**config.mk**
```make
export PLATFORM = sky130hd
export DESIGN_NAME = ilpc_top
export DESIGN_NICKNAME = d
export VERILOG_FILES = /design/src/common/ilpc_pkg.sv /design/src/hw/ilpc_top.sv
export VERILOG_INCLUDE_DIRS = /design/src /design/src/common
export SDC_FILE = /design/constraint.sdc
export NUM_CORES = 1
export LEC_CHECK = 0
export BUFFER_PORTS_ARGS = -buffer_cell sky130_fd_sc_hd__buf_2
export CAP_MARGIN = 0
export CORE_MARGIN = 2
export CORE_UTILIZATION = 30
export DETAILED_ROUTE_END_ITERATION = 8
export PLACE_DENSITY_LB_ADDON = 0.25
export SLEW_MARGIN = 40
export SYNTH_ARGS = -nofsm -noshare
export SYNTH_HDL_FRONTEND = slang
export SYNTH_SLANG_ARGS = --single-unit
```
**constraint.sdc**
```tcl
create_clock -name CORE_CLK -period 1.95 [get_ports CORE_CLK]
set_input_delay 0.0975 -clock CORE_CLK [delete_from_list [all_inputs] [get_ports CORE_CLK]]
set_output_delay 0.0975 -clock CORE_CLK [all_outputs]
set_load 0.02 [all_outputs]
```
**src/common/ilpc_cfg.svh**
```systemverilog
// Offsets, field positions, reset values and timing counts of the interrupt and power block.
`ifndef ILPC_CFG_SVH
`define ILPC_CFG_SVH
// ==========================================================
// Register map
`define ILPC_IMC_ADDR 8'hC8
`define ILPC_IMC_RST 8'h00
`define ILPC_IMC_MASK 8'h70
`define ILPC_RDATA_IDLE 8'h00
// ==========================================================
// Field positions
`define ILPC_LES_BIT 6
`define ILPC_ESB_BIT 5
`define ILPC_GEN_BIT 4
// ==========================================================
// Vector numbers
`define ILPC_VEC_NMI 3'd0
`define ILPC_VEC_COUNT 5
// ==========================================================
// Timing
`define ILPC_CLK_NS 4
`define ILPC_STAB_NS 16384
`define ILPC_STAB_CYC ((`ILPC_STAB_NS + `ILPC_CLK_NS - 1) / `ILPC_CLK_NS)
`endif

```
**src/common/ilpc_pkg.sv**
```systemverilog
// Types shared by the interrupt and power block.
`default_nettype none
package ilpc_pkg;
  // Low-power sequencer states.
  typedef enum logic [1:0] {
    ILPC_RUN,
    ILPC_WAIT,
    ILPC_STOP,
    ILPC_STAB
  } ilpc_sleep_t;

  // Core execution mode as seen by the controller.
  typedef enum logic [1:0] {
    ILPC_NORMAL,
    ILPC_INTR,
    ILPC_NMI
  } ilpc_mode_t;
endpackage : ilpc_pkg
`default_nettype wire

```
**src/hw/ilpc_top.sv**
```systemverilog
// Interrupt option control, request routing and low-power sequencing.
`timescale 1ns/1ns
`default_nettype none
`include "ilpc_cfg.svh"

// Behaviour
// - Mode register at C8h is write-only; bit operations ignored; bits 7,3..0 unused.
// - Any reset clears the mode register to 00h.
// - Bit 6 set makes source 1 level sensitive; clear selects edge capture.
// - Source 1 in edge mode triggers on a falling edge.
// - Bit 5 picks the edge polarity of source 2, always edge sensitive.
// - Source 2 polarity one means rising edges, zero means falling edges.
// - Bit 4 set enables all interrupts; clear blocks all but the NMI.
// - With global enable clear, NMI is serviced but never wakes the device.
// - With global enable clear, only reset leaves WAIT or STOP.
// - Timer zero and converter done flags go to vector 4, each gated.
// - Reload overflow, compare and edge flags go to vector 3, each gated.
// - Serial done and port C go to vector 2; ports A and B to vector 1.
// - WAIT halts fetch, keeps oscillator, peripherals and storage alive.
// - Waking from WAIT resumes with no stabilisation delay.
// - A reset during WAIT or STOP runs the normal reset procedure.
// - STOP halts oscillator and fetch, keeps storage, waits for interrupt or reset.
// - Waking from STOP inserts an oscillator stabilisation delay first.
// - With a watchdog active, STOP is executed as WAIT.
// - WAIT or STOP is skipped while an enabled request is pending.
// - Slept in main routine: waking interrupt is serviced, then next instruction.
// - Slept in NMI routine: wake resumes, stays in NMI mode, no new service.
// - Slept in interrupt routine, normal wake: routine continues, pending served later.
// - Slept in interrupt routine, NMI wake: NMI runs first, then routine resumes.
// - Waking never changes the selected oscillator source.
module ilpc_top
  import ilpc_pkg::*;
#(
  parameter int unsigned STAB_CYCLES = `ILPC_STAB_CYC
) (
  input  wire logic       CORE_CLK,
  input  wire logic       RESETN,
  input  wire logic [7:0] REG_ADDR,
  input  wire logic [7:0] REG_WDATA,
  input  wire logic       REG_WR,
  input  wire logic       REG_BITOP,
  input  wire logic       REG_RD,
  output logic      [7:0] REG_RDATA,
  input  wire logic       NMI_N,
  input  wire logic       PORTAB_IRQ_N,
  input  wire logic       PORTC_IRQ,
  input  wire logic       TIMER_ZERO_FLAG,
  input  wire logic       TIMER_IRQ_ENABLE,
  input  wire logic       CONV_DONE_FLAG,
  input  wire logic       CONVERTER_IRQ_ENABLE,
  input  wire logic       RELOAD_OVERFLOW_FLAG,
  input  wire logic       RELOAD_OVERFLOW_IRQ_ENABLE,
  input  wire logic       COMPARE_MATCH_FLAG,
  input  wire logic       COMPARE_IRQ_ENABLE,
  input  wire logic       INPUT_EDGE_FLAG,
  input  wire logic       EDGE_IRQ_ENABLE,
  input  wire logic       SERIAL_DONE_FLAG,
  input  wire logic       SERIAL_IRQ_ENABLE,
  input  wire logic       WATCHDOG_ACTIVE,
  input  wire logic       OSC_SELECT_STRAP,
  input  wire logic       CORE_WAIT_EXEC,
  input  wire logic       CORE_STOP_EXEC,
  input  wire logic       CORE_INT_START,
  input  wire logic [2:0] CORE_INT_VECTOR,
  input  wire logic       CORE_RETI,
  output logic      [4:0] IRQ_REQUEST,
  output logic            FETCH_HALT,
  output logic            OSC_RUN,
  output logic            OSC_SELECT,
  output logic            WAKE_RESUME,
  output logic      [1:0] CORE_MODE
);

  // ==========================================================
  // Declarations
  localparam int unsigned CW = $clog2(STAB_CYCLES + 1);
  localparam logic [CW-1:0] STAB_LAST = CW'(STAB_CYCLES - 1);

  logic [7:0]      imc_ff;
  logic [2:0]      sync1_ff;
  logic [2:0]      sync2_ff;
  logic [2:0]      prev_ff;
  logic            nmi_latch_ff;
  logic            src1_latch_ff;
  logic            src2_latch_ff;
  logic            source1_level_select;
  logic            source2_edge_polarity;
  logic            gen;
  logic            nmi_fall;
  logic            src1_fall;
  logic            src2_edge;
  logic            src1_req;
  logic [4:0]      raw_req;
  logic [4:0]      svc_req;
  logic            any_raw;
  logic            any_svc;
  logic            wake;
  ilpc_sleep_t     sleep_ff;
  ilpc_sleep_t     nxt_sleep;
  ilpc_mode_t      mode_ff;
  ilpc_mode_t      saved_ff;
  logic [CW-1:0]   stab_cnt_ff;
  logic            osc_sel_ff;
  logic            strap_done_ff;
  logic            resume_ff;

  // True when a core interrupt start refers to the given vector.
  function automatic logic starts(input logic go, input logic [2:0] v, input logic [2:0] n);
    starts = go && (v == n);
  endfunction : starts

  assign source1_level_select = imc_ff[`ILPC_LES_BIT];
  assign source2_edge_polarity = imc_ff[`ILPC_ESB_BIT];
  assign gen = imc_ff[`ILPC_GEN_BIT];

  // ==========================================================
  // Register port
  // Only the three defined bits are kept, so unused bits always hold zero.
  always_ff @(posedge CORE_CLK) begin
    if (!RESETN) begin
      imc_ff <= `ILPC_IMC_RST;
    end else if (REG_WR && !REG_BITOP && REG_ADDR == `ILPC_IMC_ADDR) begin
      imc_ff <= REG_WDATA & `ILPC_IMC_MASK;
    end
  end

  // The register is write-only, so reads of any address return zero.
  always_ff @(posedge CORE_CLK) begin
    if (!RESETN) begin
      REG_RDATA <= `ILPC_RDATA_IDLE;
    end else begin
      REG_RDATA <= `ILPC_RDATA_IDLE;
    end
  end

  // ==========================================================
  // Pin synchronisers
  // Edge detection looks only at the second stage and its delayed copy.
  genvar gi;
  generate
    for (gi = 0; gi < 3; gi++) begin : g_sync
      logic pin;
      if (gi == 0) begin : g_n
        assign pin = NMI_N;
      end else if (gi == 1) begin : g_a
        assign pin = PORTAB_IRQ_N;
      end else begin : g_c
        assign pin = PORTC_IRQ;
      end
      // Shifting through reset leaves no false edge at release; hold reset three cycles.
      always_ff @(posedge CORE_CLK) begin
        sync1_ff[gi] <= pin;
        sync2_ff[gi] <= sync1_ff[gi];
        prev_ff[gi]  <= sync2_ff[gi];
      end
    end
  endgenerate

  assign nmi_fall  = prev_ff[0] && !sync2_ff[0];
  assign src1_fall = prev_ff[1] && !sync2_ff[1];
  // Polarity one takes rising edges, zero takes falling edges.
  assign src2_edge = source2_edge_polarity ? (!prev_ff[2] && sync2_ff[2])
                         : (prev_ff[2] && !sync2_ff[2]);

  // ==========================================================
  // Request latches
  // A new edge in the cycle the core starts the routine wins over the clear.
  always_ff @(posedge CORE_CLK) begin
    if (!RESETN) begin
      nmi_latch_ff <= 1'b0;
    end else if (nmi_fall) begin
      nmi_latch_ff <= 1'b1;
    end else if (starts(CORE_INT_START, CORE_INT_VECTOR, `ILPC_VEC_NMI)) begin
      nmi_latch_ff <= 1'b0;
    end
  end

  // Edge latch of source 1 only collects edges while edge mode is chosen.
  always_ff @(posedge CORE_CLK) begin
    if (!RESETN) begin
      src1_latch_ff <= 1'b0;
    end else if (source1_level_select) begin
      src1_latch_ff <= 1'b0;
    end else if (src1_fall) begin
      src1_latch_ff <= 1'b1;
    end else if (starts(CORE_INT_START, CORE_INT_VECTOR, 3'd1)) begin
      src1_latch_ff <= 1'b0;
    end
  end

  // Source 2 is always edge sensitive; only the first edge is stored.
  always_ff @(posedge CORE_CLK) begin
    if (!RESETN) begin
      src2_latch_ff <= 1'b0;
    end else if (src2_edge) begin
      src2_latch_ff <= 1'b1;
    end else if (starts(CORE_INT_START, CORE_INT_VECTOR, 3'd2)) begin
      src2_latch_ff <= 1'b0;
    end
  end

  // ==========================================================
  // Vector routing
  // Level mode of source 1 has no storage; the low line must still be there.
  assign src1_req   = source1_level_select ? !sync2_ff[1] : src1_latch_ff;
  assign raw_req[0] = nmi_latch_ff;
  assign raw_req[1] = src1_req;
  assign raw_req[2] = src2_latch_ff || (SERIAL_DONE_FLAG && SERIAL_IRQ_ENABLE);
  assign raw_req[3] = (RELOAD_OVERFLOW_FLAG && RELOAD_OVERFLOW_IRQ_ENABLE)
                   || (COMPARE_MATCH_FLAG && COMPARE_IRQ_ENABLE)
                   || (INPUT_EDGE_FLAG && EDGE_IRQ_ENABLE);
  assign raw_req[4] = (TIMER_ZERO_FLAG && TIMER_IRQ_ENABLE)
                   || (CONV_DONE_FLAG && CONVERTER_IRQ_ENABLE);

  // Service gating by enable and core mode: NMI mode takes nothing new,
  // interrupt mode takes only the NMI, normal mode takes all.
  always_comb begin
    svc_req    = 5'h00;
    svc_req[0] = raw_req[0] && (mode_ff != ILPC_NMI);
    if (gen && mode_ff == ILPC_NORMAL) begin
      svc_req[4:1] = raw_req[4:1];
    end
  end

  // Requests are withheld while the core sleeps; it services them after resume.
  assign IRQ_REQUEST = (sleep_ff == ILPC_RUN) ? svc_req : 5'h00;
  assign any_svc     = |svc_req;
  assign any_raw     = |raw_req;
  // Any request wakes, but only while the global enable is set.
  assign wake        = gen && any_raw;

  // ==========================================================
  // Core mode tracking
  // One saved level suffices: the NMI can only nest over normal or interrupt mode.
  always_ff @(posedge CORE_CLK) begin
    if (!RESETN) begin
      mode_ff  <= ILPC_NORMAL;
      saved_ff <= ILPC_NORMAL;
    end else if (CORE_INT_START) begin
      saved_ff <= mode_ff;
      mode_ff  <= (CORE_INT_VECTOR == `ILPC_VEC_NMI) ? ILPC_NMI : ILPC_INTR;
    end else if (CORE_RETI) begin
      mode_ff  <= (mode_ff == ILPC_NMI) ? saved_ff : ILPC_NORMAL;
      saved_ff <= ILPC_NORMAL;
    end
  end

  assign CORE_MODE = mode_ff;

  // ==========================================================
  // Low-power sequencer
  always_comb begin
    nxt_sleep = sleep_ff;
    unique case (sleep_ff)
      ILPC_RUN: begin
        if (any_svc) begin
          nxt_sleep = ILPC_RUN;
        end else if (CORE_STOP_EXEC && !WATCHDOG_ACTIVE) begin
          nxt_sleep = ILPC_STOP;
        end else if (CORE_WAIT_EXEC || CORE_STOP_EXEC) begin
          nxt_sleep = ILPC_WAIT;
        end
      end
      ILPC_WAIT: begin
        if (wake) begin
          nxt_sleep = ILPC_RUN;
        end
      end
      ILPC_STOP: begin
        if (wake) begin
          nxt_sleep = ILPC_STAB;
        end
      end
      ILPC_STAB: begin
        if (stab_cnt_ff == STAB_LAST) begin
          nxt_sleep = ILPC_RUN;
        end
      end
    endcase
  end

  // Reset from any sleep state drops straight back to run.
  always_ff @(posedge CORE_CLK) begin
    if (!RESETN) begin
      sleep_ff <= ILPC_RUN;
    end else begin
      sleep_ff <= nxt_sleep;
    end
  end

  // Stabilisation counter runs only during the restart after STOP.
  always_ff @(posedge CORE_CLK) begin
    if (!RESETN) begin
      stab_cnt_ff <= '0;
    end else if (sleep_ff == ILPC_STAB) begin
      stab_cnt_ff <= stab_cnt_ff + CW'(1);
    end else begin
      stab_cnt_ff <= '0;
    end
  end

  // One-cycle pulse on the first cycle back in run after a wake.
  always_ff @(posedge CORE_CLK) begin
    if (!RESETN) begin
      resume_ff <= 1'b0;
    end else begin
      resume_ff <= (sleep_ff != ILPC_RUN) && (nxt_sleep == ILPC_RUN);
    end
  end

  assign WAKE_RESUME = resume_ff;
  assign FETCH_HALT  = (sleep_ff != ILPC_RUN);
  // The oscillator stays on in WAIT so peripherals keep counting.
  assign OSC_RUN     = (sleep_ff != ILPC_STOP);

  // ==========================================================
  // Oscillator selection
  // Caught once after reset release; wake paths never touch it.
  always_ff @(posedge CORE_CLK) begin
    if (!RESETN) begin
      strap_done_ff <= 1'b0;
      osc_sel_ff    <= 1'b0;
    end else if (!strap_done_ff) begin
      strap_done_ff <= 1'b1;
      osc_sel_ff    <= OSC_SELECT_STRAP;
    end
  end

  assign OSC_SELECT = osc_sel_ff;
endmodule : ilpc_top
`default_nettype wire

```
# Word-level counts from Yosys, hierarchy flattened
# Cells that the tools add are included.
[word_totals] reg_bits=37 wordCells=100
[op_classes] addsub=1 n_mux=24 eq_ne=10 n_reduce_logical=44 bitwise_logic=1
[ops] operator="2-to-1 mux 2 bit" count=12
[ops] operator="logical AND 1 bit" count=20
[ops] operator="adder 13 x 1 -> 13 bit (second input constant)" count=1
[ops] operator="equality test 13 x 12 -> 1 bit (second input constant)" count=1
[ops] operator="nonzero test 2 bit" count=5
[ops] operator="OR reduction 5 bit" count=2
[ops] operator="2-to-1 mux 1 bit" count=9
[ops] operator="equality test 8 bit (second input constant)" count=1
[ops] operator="one-hot mux 2 bit (4 select lines)" count=1
[ops] operator="equality test 2 bit (second input constant)" count=3
[ops] operator="zero test 1 bit" count=6
[ops] operator="zero test 2 bit" count=3
[ops] operator="logical OR 1 bit" count=5
[ops] operator="2-to-1 mux 5 bit" count=1
[ops] operator="2-to-1 mux 4 bit" count=1
[ops] operator="inequality test 2 bit (second input constant)" count=2
[ops] operator="equality test 3 x 1 -> 1 bit (second input constant)" count=1
[ops] operator="equality test 3 x 2 -> 1 bit (second input constant)" count=1
[ops] operator="zero test 3 bit" count=1
[ops] operator="equality test 2 x 1 -> 1 bit (second input constant)" count=1
[ops] operator="AND reduction 2 bit" count=1
[ops] operator="OR reduction 2 bit" count=1
[ops] operator="NOT 1 bit" count=1

# Longest topological paths before layout
# Gate-level depths: netlist of the first run.
[logic_depth] word_depth=9 mapped_depth=6

# Worst setup path before layout of the first run
# No wires, ideal clock.
[synth_timing] path_kind="reg-to-reg" from="register stab_cnt_ff[0]" to="register resume_ff (netlist: WAKE_RESUME)" path_stages_with_launch=7 setup_time_ps=61 arrival_ps=1543 slack_ps=346 cell_sequence="dfxtp_1 > ha_1 > nand3_1 > o41a_1 > o211ai_1 > o311a_1 > and4_1"
[synth_between] elab_chain_cells=5
[synth_lines] element="start, declared" line_no="ilpc_top.sv:102" text="logic [CW-1:0] stab_cnt_ff;"
[synth_lines] element="start signal, assigned" line_no="ilpc_top.sv:296" text="stab_cnt_ff <= stab_cnt_ff + CW'(1);"
[synth_lines] element="equality test 13 x 12 -> 1 bit" line_no="ilpc_top.sv:275" text="if (stab_cnt_ff == STAB_LAST) begin"
[synth_lines] element="2-to-1 mux 2 bit" line_no="ilpc_top.sv:275"
[synth_lines] element="one-hot mux 2 bit (4 select lines)" line_no="ilpc_top.sv:254" text="unique case (sleep_ff)"
[synth_lines] element="zero test 2 bit" line_no="ilpc_top.sv:307" text="resume_ff <= (sleep_ff != ILPC_RUN) && (nxt_sleep == ILPC_RUN);"
[synth_lines] element="logical AND 1 bit" line_no="ilpc_top.sv:307"
[synth_lines] element="end signal, assigned" line_no="ilpc_top.sv:307"
[synth_lines] element="end, declared" line_no="ilpc_top.sv:105" text="logic resume_ff;"
# Every way passes these cells.
# A chain may end at the register's enable or synchronous reset.

# Worst setup path in the final report of the first run
[layout_timing] from="register imc_ff[4]" to="output port IRQ_REQUEST[1]"
[layout_between] elab_chain_cells=3
[layout_lines] element="start, declared" line_no="ilpc_top.sv:79" text="logic [7:0] imc_ff;"
[layout_lines] element="start signal, assigned" line_no="ilpc_top.sv:121" text="imc_ff <= `ILPC_IMC_RST;"
[layout_lines] element="start signal, assigned" line_no="ilpc_top.sv:123" text="imc_ff <= REG_WDATA & `ILPC_IMC_MASK;"
[layout_lines] element="logical AND 1 bit" line_no="ilpc_top.sv:220" text="if (gen && mode_ff == ILPC_NORMAL) begin"
[layout_lines] element="2-to-1 mux 4 bit" line_no="ilpc_top.sv:220"
[layout_lines] element="2-to-1 mux 5 bit" line_no="ilpc_top.sv:226" text="assign IRQ_REQUEST = (sleep_ff == ILPC_RUN) ? svc_req : 5'h00;"
[layout_lines] element="end, declared" line_no="ilpc_top.sv:66" text="output logic [4:0] IRQ_REQUEST,"
# Every way passes these cells.

==> flow_summary.ini, run 1 <==
[status]
status = finished, final reports clean

[synth]
yosys.area.top_type_share_pct = 46.95
synth_top_area_cell = dfxtp_1
yosysSeqAreaShare_pct = 46.95
ys.flop_type = dfxtp_1
synth_edf_count = 0
synthArstFlopShare_pct = 0
syn_inst = 168
synth_area_mm2 = 0.001578
synth_area_per_cell_um2 = 9.391
yosys-top-cells-area = dfxtp_1 47%, nor2_1 5.0%, nor2b_1 4.8%
synth_warnings = 0
ys_types = 40
ys_seq_elements = 37

[grt]
antenna_found_initial = 0
grt_use_total_pct = 11.67
grt_pass1_wl_um = 5464
grt-ovfl-total = 0
grt_start_max_net_pins = 17
grt_pass1_vias = 1238

[worst_setup_path]
cp_max_fo = 4
cp_data_required_time_ns = 1.85
crit_path_end_kind = output port
crit_type = flip-flop to output port
critical_path_arrival_ns = 1.65
cp-start-kind = flip-flop

[timing]
hold_viol = 0
tightestPinTransition_ns = 0.5074
min_period_over_period_pct = 89.85
period_needed_ns = 1.752
drv_slew = 0
fmax_ghz = 0.5707
fin_worst_skew_ns = 0.001770
relSlewSlack_pct = 66.08
setup_viol = 0
rsz0062_at_grt = false
tns_ns = 0

[cells_and_area]
multiInputGateArea_um2 = 778.2
antenna_cells = 0
drive_gt1_share_pct = 27.56
final_common_cell = buf_2
utilization_pct = 39.98
regArea_um2 = 740.7
area_growth_pct = 29.42
nNetsFinal = 270
final_cell_mix = 49 x buf_2, 37 x dfxtp_1, 21 x nor2_1
final.fill_count = 539

[routing]
drc = 0
vias = 1322
drtIter0Drc = 57
wirelength_um = 3258
wl_per_cell_um = 11.04
via_per_inst = 4.481
dr.pass1.iters = 4
drtAntennaViolNets = 0

[pwr]
irDropWorstVdd_v = 0.0006681
p_per_area_mw_per_mm2 = 863.1
power_leakage_nw = 0.8638

[die]
num_rows = 26
coreArea_mm2 = 0.005107
pin_count = 64
die_w_um = 76.52
die_area_mm2 = 0.005855
die-height_um = 76.52
initial_utilization_pct = 30.89

[placed_design]
place_congestion = 0.7428
dp_hpwl_um = 2449
numPortBuffers = 49

[hold_path]
min_path_type = input port to flip-flop

[cts]
cts_made_buffers = 5
cts.clk_slew.worst_paths_ns = 0.08
clkLatencyLatePin_ns = 0.29
clock-root-buffer = clkbuf_8
clk_path_buf_depth = 2
cts_sinks = 37
cts-htree-levels = 2
cts_setup_buffers = 0
cts_tree = yes

[job]
cap_viol_max_count = 0
[worst max-delay path: stages (launching register included)]
cell	delay, ns
dfxtp_1	0.37
nor3b_1	0.41
nand2_1	0.19
nor3_1	0.20
buf_2	0.19
[sequential cells by signal, indices dropped and copies added (netlist names)]
signal	cells
CORE_MODE	2
OSC_SELECT	1
WAKE_RESUME	1
imc_ff	3
nmi_latch_ff	1
prev_ff	3
saved_ff	2
sleep_ff	2
src1_latch_ff	1
src2_latch_ff	1
stab_cnt_ff	13
strap_done_ff	1
sync1_ff	3
sync2_ff	3
[where the power goes]
part           switching, W  internal [W]
Combinational     0.0000898     0.0000741
Clock              0.000287      0.000515
Sequential        0.0000156      0.000781
Total              0.000393       0.00137
[per-layer routing]
layer  share of wire [%]  track usage [%]  vias to the layer above
met5                   0                0                        -
met4                 1.4            4.909                        0
met3                 5.3            4.028                        5
met2                  43            18.50                       33
met1                  50            14.41                      594
li1                    -                -                      690
[cell usage after synthesis (2+ instances only)]
cell type  count
dfxtp_1       37
nor2_1        21
nor2b_1       12
buf_4          8
nand3_1        8
a21oi_1        6
and3_1         5
mux2i_1        5
nand2_1        5
nor3b_1        5
o21ai_0        5
xnor2_1        5
xor2_1         5
inv_1          4
a21boi_0       3
nand4_1        3
nor3_1         3
clkbuf_1       2
nand4bb_1      2
nor4b_1        2
o21a_1         2
o311a_1        2
[logic make-up after synthesis]
family	share of synthesized area (%)
xor+xnor	5.551
buf+inv	5.551
compound gates	11.58
simple gates	26.17
other cells	0.2377
fa+ha+maj	0.7929
flops	46.95
mux	3.172
[what timing repair did]
action | CTS | global route
hold buffers | 3 | 0
hold endpoints to repair | 3 | 0
gates resized for setup | 0 | 1
setup endpoints to repair | 0 | 1
[layout make-up]
type / instances / share of cell area, %
sequential: 37 / 36.27
multi-input combinational: 123 / 38.11
timing repair buffer: 53 / 13.85
tap: 70 / 4.289
clock inverter: 3 / 3.370
inverter: 4 / 0.7353
clock buffer: 5 / 3.370
[per-stage QoR]
stage	cells	setup slack, ns	total power (W)	cell area, um^2	hold WS [ns]
floorplan	175	0.3462	0.0009161	1604	0.1252
global placement	284	0.2206	0.0009720	1872	0.2000
detailed placement	284	0.2086	0.0009744	1872	0.2026
CTS	295	0.1695	0.001786	2039	0.05287
global route	295	0.01157	0.001840	2042	0.06103
finish	295	0.1978	0.001762	2042	0.05615
[worst paths after layout]
| kind | cells past startpoint | slack [ns] | from | end |
|---|---|---|---|---|
| worst min register to register | 0 | 0.33 | sync1_ff[2]$_DFF_P_ | sync2_ff[2]$_DFF_P_ |
| worst max-delay path | 4 | 0.20 | imc_ff[4]$_SDFFE_PN0P_ | IRQ_REQUEST[1] |
| worst max register to register | 6 | 0.20 | stab_cnt_ff[0]$_SDFF_PN0_ | WAKE_RESUME$_SDFF_PN0_ |
| worst min-delay path | 3 | 0.06 | REG_WDATA[6] | imc_ff[6]$_SDFFE_PN0P_ |
Power figures use the tool's default switching activity.
==> run 2, diff against run 1 <==
--- a/config.mk
+++ b/config.mk
@@ -10,6 +10,7 @@
 export CAP_MARGIN = 0
 export CORE_MARGIN = 2
 export CORE_UTILIZATION = 30
+export CTS_BUF_LIST = sky130_fd_sc_hd__clkbuf_16
 export DETAILED_ROUTE_END_ITERATION = 8
 export PLACE_DENSITY_LB_ADDON = 0.25
 export SLEW_MARGIN = 40
==> run 2 against run 1 <==
Against the previous run: core utilization up 1.1 points; count of clock-buffer cells in the layout is the same; combinational power about the same; largest power group unchanged; first-iteration DRC count grew 8.8%; wire length up 0.25%; largest cell class unchanged.
==> flow_summary.ini, run 2 (synthesis results as in run 1) <==
[status]
status = finished, final reports clean

[worst_setup_path]
cp_data_required_time_ns = 2.17
path_cells = ha_2, nand3_1, o41a_1, o211ai_1, o311a_1, and4_1
critical_path_arrival_ns = 1.99
cp-start-kind = flip-flop
max_stage_delay_ns = 0.46
crit_type = flip-flop to flip-flop
r2r_cells = 6
cp_max_fo = 4
crit_path_top_delay_cell = o41a_1
crit_path_end_kind = flip-flop

[cells_and_area]
postLayoutCellArea_mm2 = 0.002098
final.fill_count = 533
drive_gt1_share_pct = 27.56
largest_register_ffs = 13
area_growth_pct = 32.99
antenna_cells = 0
nNetsFinal = 270
final_cell_mix = 49 x buf_2, 37 x dfxtp_1, 21 x nor2_1
final_common_cell = buf_2
top_register = stab_cnt_ff
fin_cells = 295

[timing]
rsz0062_at_grt = false
tns_ns = 0
whs_ns = 0.07131
drv_slew = 0
fin_worst_skew_ns = 0.003576
fmax_ghz = 0.5653
period_needed_ns = 1.769
fin_ws_ns = 0.1811
hold_viol = 0
min_period_over_period_pct = 90.72
setup_viol = 0

[grt]
grt-ovfl-total = 0
grt_start_max_net_pins = 17
antenna_found_initial = 0
grt_pass1_vias = 1270
grt_use_total_pct = 11.82
grt_pass1_wl_um = 5575

[hold_path]
min_path_type = input port to flip-flop
min_delay_path_depth = 3

[cts]
clk_path_buf_depth = 2
cts.clk_slew.worst_paths_ns = 0.06
cts_setup_buffers = 0
clock-root-buffer = clkbuf_16
clkLatencyLatePin_ns = 0.28
cts_made_buffers = 5
cts_sinks = 37
cts_tree = yes
cts-htree-levels = 2

[pwr]
irDropWorstVdd_v = 0.0004569
p_per_area_mw_per_mm2 = 958.9
power_leakage_nw = 0.8894

[job]
cap_viol_max_count = 0

[die]
die-height_um = 76.52
initial_utilization_pct = 30.89
num_rows = 26
die_w_um = 76.52
pin_count = 64
coreArea_mm2 = 0.005107
die_area_mm2 = 0.005855

[routing]
wl_per_cell_um = 11.07
drc = 0
drtIter0Drc = 62
wirelength_um = 3266
vias = 1332
route.met3.wl_um = 162
dr_wl_met2_um = 1443
drtAntennaViolNets = 0
routed.top_layer = met4
dr.pass1.iters = 4
via_per_inst = 4.515
wl_met1_um = 1609

[placed_design]
dp.cells = 284
dp_slack_ns = 0.2086
numPortBuffers = 49
dpl_cell_area_mm2 = 0.001872
dp_hpwl_um = 2449
place_congestion = 0.7428
[run 2: cell counts in the layout (fill, tap and decap cells not counted)]
No cell type changed its count.
[run 2: area by class of cell]
cell class	instances	area (um^2)	area share (%)
Clock buffer	5	125.1	5.963
Timing Repair Buffer	53	282.8	13.48
Tap cell	70	87.58	4.174
Multi-Input combinational cell	123	778.2	37.09
Inverter	4	15.01	0.7156
Clock inverter	3	68.82	3.280
Sequential cell	37	740.7	35.30
[run 2: where the power goes]
group / internal [W] / switching [W] / total (W) / leakage (nW)
Clock: 0.000737 / 0.000313 / 0.00105 / 0.0944
Sequential: 0.000782 / 0.0000162 / 0.000798 / 0.304
Combinational: 0.0000741 / 0.0000899 / 0.000164 / 0.491
Total: 0.00159 / 0.000419 / 0.00201 / 0.889
[run 2: path summary, 6_finish.rpt]
path	start	endpoint	slack, ns
max	stab_cnt_ff[0]$_SDFF_PN0_	WAKE_RESUME$_SDFF_PN0_	0.18
min	REG_WDATA[6]	imc_ff[6]$_SDFFE_PN0P_	0.07
max reg2reg	stab_cnt_ff[0]$_SDFF_PN0_	WAKE_RESUME$_SDFF_PN0_	0.18
min reg2reg	sync1_ff[1]$_DFF_P_	sync2_ff[1]$_DFF_P_	0.33
[run 2: per-stage QoR]
step           total power, W  util (%)
2_1_floorplan       0.0009161         -
3_3_place_gp        0.0009720     36.65
3_5_place_dp        0.0009744     36.65
4_1_cts              0.002034     41.03
5_1_grt              0.002089     41.08
6_report             0.002012     41.08
[run 2: critical path: cells and delay by family, from the launching register on]
family | cells | cell delay (ns)
AO/OA/AOI/OAI | 3 | 0.80
adder cells (fa/ha/maj) | 1 | 0.22
flip-flops | 1 | 0.35
AND/OR/NAND/NOR | 2 | 0.34
[run 2: metal layers]
| metal | track usage [%] | up-vias |
|---|---|---|
| li1 | - | 689 |
| met2 | 19.12 | 36 |
| met3 | 4.147 | 6 |
| met4 | 4.909 | 0 |
| met1 | 14.25 | 601 |
| met5 | 0 | - |
[run 2: timing repair]
action,in CTS,in global routing
hold endpoints to repair,3,0
hold buffers,3,0
endpoints found under the setup margin,0,1
resized for setup,0,1
==> run 3, diff against run 2 <==
--- a/config.mk
+++ b/config.mk
@@ -9,7 +9,7 @@
 export BUFFER_PORTS_ARGS = -buffer_cell sky130_fd_sc_hd__buf_2
 export CAP_MARGIN = 0
 export CORE_MARGIN = 2
-export CORE_UTILIZATION = 30
+export CORE_UTILIZATION = 47
 export CTS_BUF_LIST = sky130_fd_sc_hd__clkbuf_16
 export DETAILED_ROUTE_END_ITERATION = 8
 export PLACE_DENSITY_LB_ADDON = 0.25
==> run 3 against run 2 <==
Against the previous run: clock skew increased by 0.0014 ns; total power decreased by 16%; sequential power about the same; worst setup slack improved by 0.026 ns; wire length decreased by 9.2%; non-clock buffer count unchanged; clock power decreased by 31%; sequential cell count unchanged; via count increased by 0.30%; critical path type unchanged; largest cell class unchanged; highest routed layer unchanged.
==> flow_summary.ini, run 3 (synthesis results as in run 1) <==
[cts]
clock-root-buffer = clkbuf_16
clkLatencyLatePin_ns = 0.28
clk_path_buf_depth = 2
cts_made_buffers = 5
cts_sinks = 37
ctsResizeCount = 0
cts.clk_slew.worst_paths_ns = 0.05
cts-htree-levels = 2
cts_tree = yes

[worst_setup_path]
rr_endpoint = WAKE_RESUME$_SDFF_PN0_
cp-start-kind = flip-flop
critical_path_arrival_ns = 1.96
crit_path_end_kind = flip-flop
crit_start = stab_cnt_ff[0]$_SDFF_PN0_
cp_max_fo = 4
cp_data_required_time_ns = 2.17
critPathCapture = WAKE_RESUME$_SDFF_PN0_
r2r_cells = 6
crit_type = flip-flop to flip-flop
reg2reg_slack_ns = 0.21
r2r_start = stab_cnt_ff[0]$_SDFF_PN0_

[timing]
rsz0062_at_grt = false
hold_viol = 0
tns_ns = 0
fmax_ghz = 0.5737
period_needed_ns = 1.743
fin_ws_ns = 0.2069
setup_viol = 0
drv_slew = 0
min_period_over_period_pct = 89.39
fin_worst_skew_ns = 0.005003

[die]
num_rows = 21
coreArea_mm2 = 0.003284
initial_utilization_pct = 48.04
die-height_um = 61.94
die_area_mm2 = 0.003837
pin_count = 64
die_w_um = 61.94

[cells_and_area]
top_register = stab_cnt_ff
drive_gt1_share_pct = 25.89
final_cell_mix = 49 x buf_2, 37 x dfxtp_1, 21 x nor2_1
nNetsFinal = 270
final_common_cell = buf_2
area_growth_pct = 27.04
largest_register_ffs = 13
antenna_cells = 0

[pwr]
power_leakage_nw = 0.8667
p_per_area_mw_per_mm2 = 839.0
seqPwrFrac_pct = 47.5
combPwrFrac_pct = 9.6
irDropWorstVdd_v = 0.0005271
p_sw_w = 0.0003688
switching_share_pct = 21.93
intPower_w = 0.001313
power_w = 0.001682
p_clk_share_pct = 42.9

[placed_design]
dp_slack_ns = 0.2227
place_congestion = 0.7149
dp_hpwl_um = 2174
numPortBuffers = 49

[routing]
vias = 1336
drtIter0Drc = 35
drtAntennaViolNets = 0
drc = 0
wirelength_um = 2967
dr.pass1.iters = 4
via_per_inst = 4.948
wl_per_cell_um = 10.99

[grt]
grt_pass1_wl_um = 4981
grt_start_max_net_pins = 17
grt_pass1_vias = 1177
grt-ovfl-total = 0
grt_use_total_pct = 17.81
antenna_found_initial = 0

[status]
status = finished, final reports clean

[hold_path]
min_path_type = input port to flip-flop
min_delay_path_depth = 3

[job]
cap_viol_max_count = 0
==> run 3: layer usage <==
| layer | global-route usage [%] | routed length (um) | up-vias |
|---|---|---|---|
| met5 | 0 | 0 | - |
| met1 | 22.38 | 1412 | 600 |
| met4 | 7.295 | 35 | 0 |
| li1 | - | - | 695 |
| met3 | 5.590 | 151 | 4 |
| met2 | 28.27 | 1367 | 37 |
==> run 3: final cells by class <==
class / instances / area, um^2
fillers: 288 / 1280
multi-input cells: 123 / 775.7
flip-flops and latches: 37 / 740.7
repair buffers: 53 / 282.8
clock buffers: 5 / 125.1
well taps: 46 / 57.56
inverters: 4 / 15.01
clock inverters: 2 / 7.507
==> run 3: power groups by stage <==
| stage | Clock, W | Sequential, W | Combinational, W |
|---|---|---|---|
| after CTS | 0.000742 | 0.000799 | 0.000160 |
| after floorplan | 0 | 0.000816 | 0.0000997 |
| final | 0.000722 | 0.000799 | 0.000161 |
| after detailed placement | 0 | 0.000814 | 0.000155 |
| after global placement | 0 | 0.000814 | 0.000153 |
| after global routing | 0.000772 | 0.000802 | 0.000181 |
==> run 3: critical path: stages (launching register included) <==
cell      delay, ns
dfxtp_1        0.34
ha_1           0.24
nand3_1        0.16
o41a_1         0.45
o211ai_1       0.10
o311a_1        0.20
and4_1         0.18
==> run 3: per-stage QoR <==
step | utilization, % | cells | hold WS, ns | area, um^2
after detailed placement | 56.08 | 260 | 0.2021 | 1842
after floorplan | - | 175 | 0.1252 | 1604
after global placement | 56.08 | 260 | 0.2011 | 1842
after global routing | 61.03 | 270 | 0.09420 | 2004
after CTS | 61.03 | 270 | 0.07570 | 2004
final | 61.03 | 270 | 0.07862 | 2004
==> run 3: what timing repair did <==
action	4_1_cts	5_1_grt
setup buffers	0	0
hold buffers	3	0
hold endpoints to repair	3	0
==> run 3: how the worst min path moves through the flow <==
stage / start / to / slack (ns)
finish: REG_WDATA[6] / imc_ff[6]$_SDFFE_PN0P_ / 0.08
global route: REG_WDATA[4] / imc_ff[4]$_SDFFE_PN0P_ / 0.09
CTS: REG_WDATA[6] / imc_ff[6]$_SDFFE_PN0P_ / 0.08
detailed placement: NMI_N / sync1_ff[0]$_DFF_P_ / 0.20
global placement: NMI_N / sync1_ff[0]$_DFF_P_ / 0.20
floorplan: RESETN / strap_done_ff$_DFF_P_ / 0.13
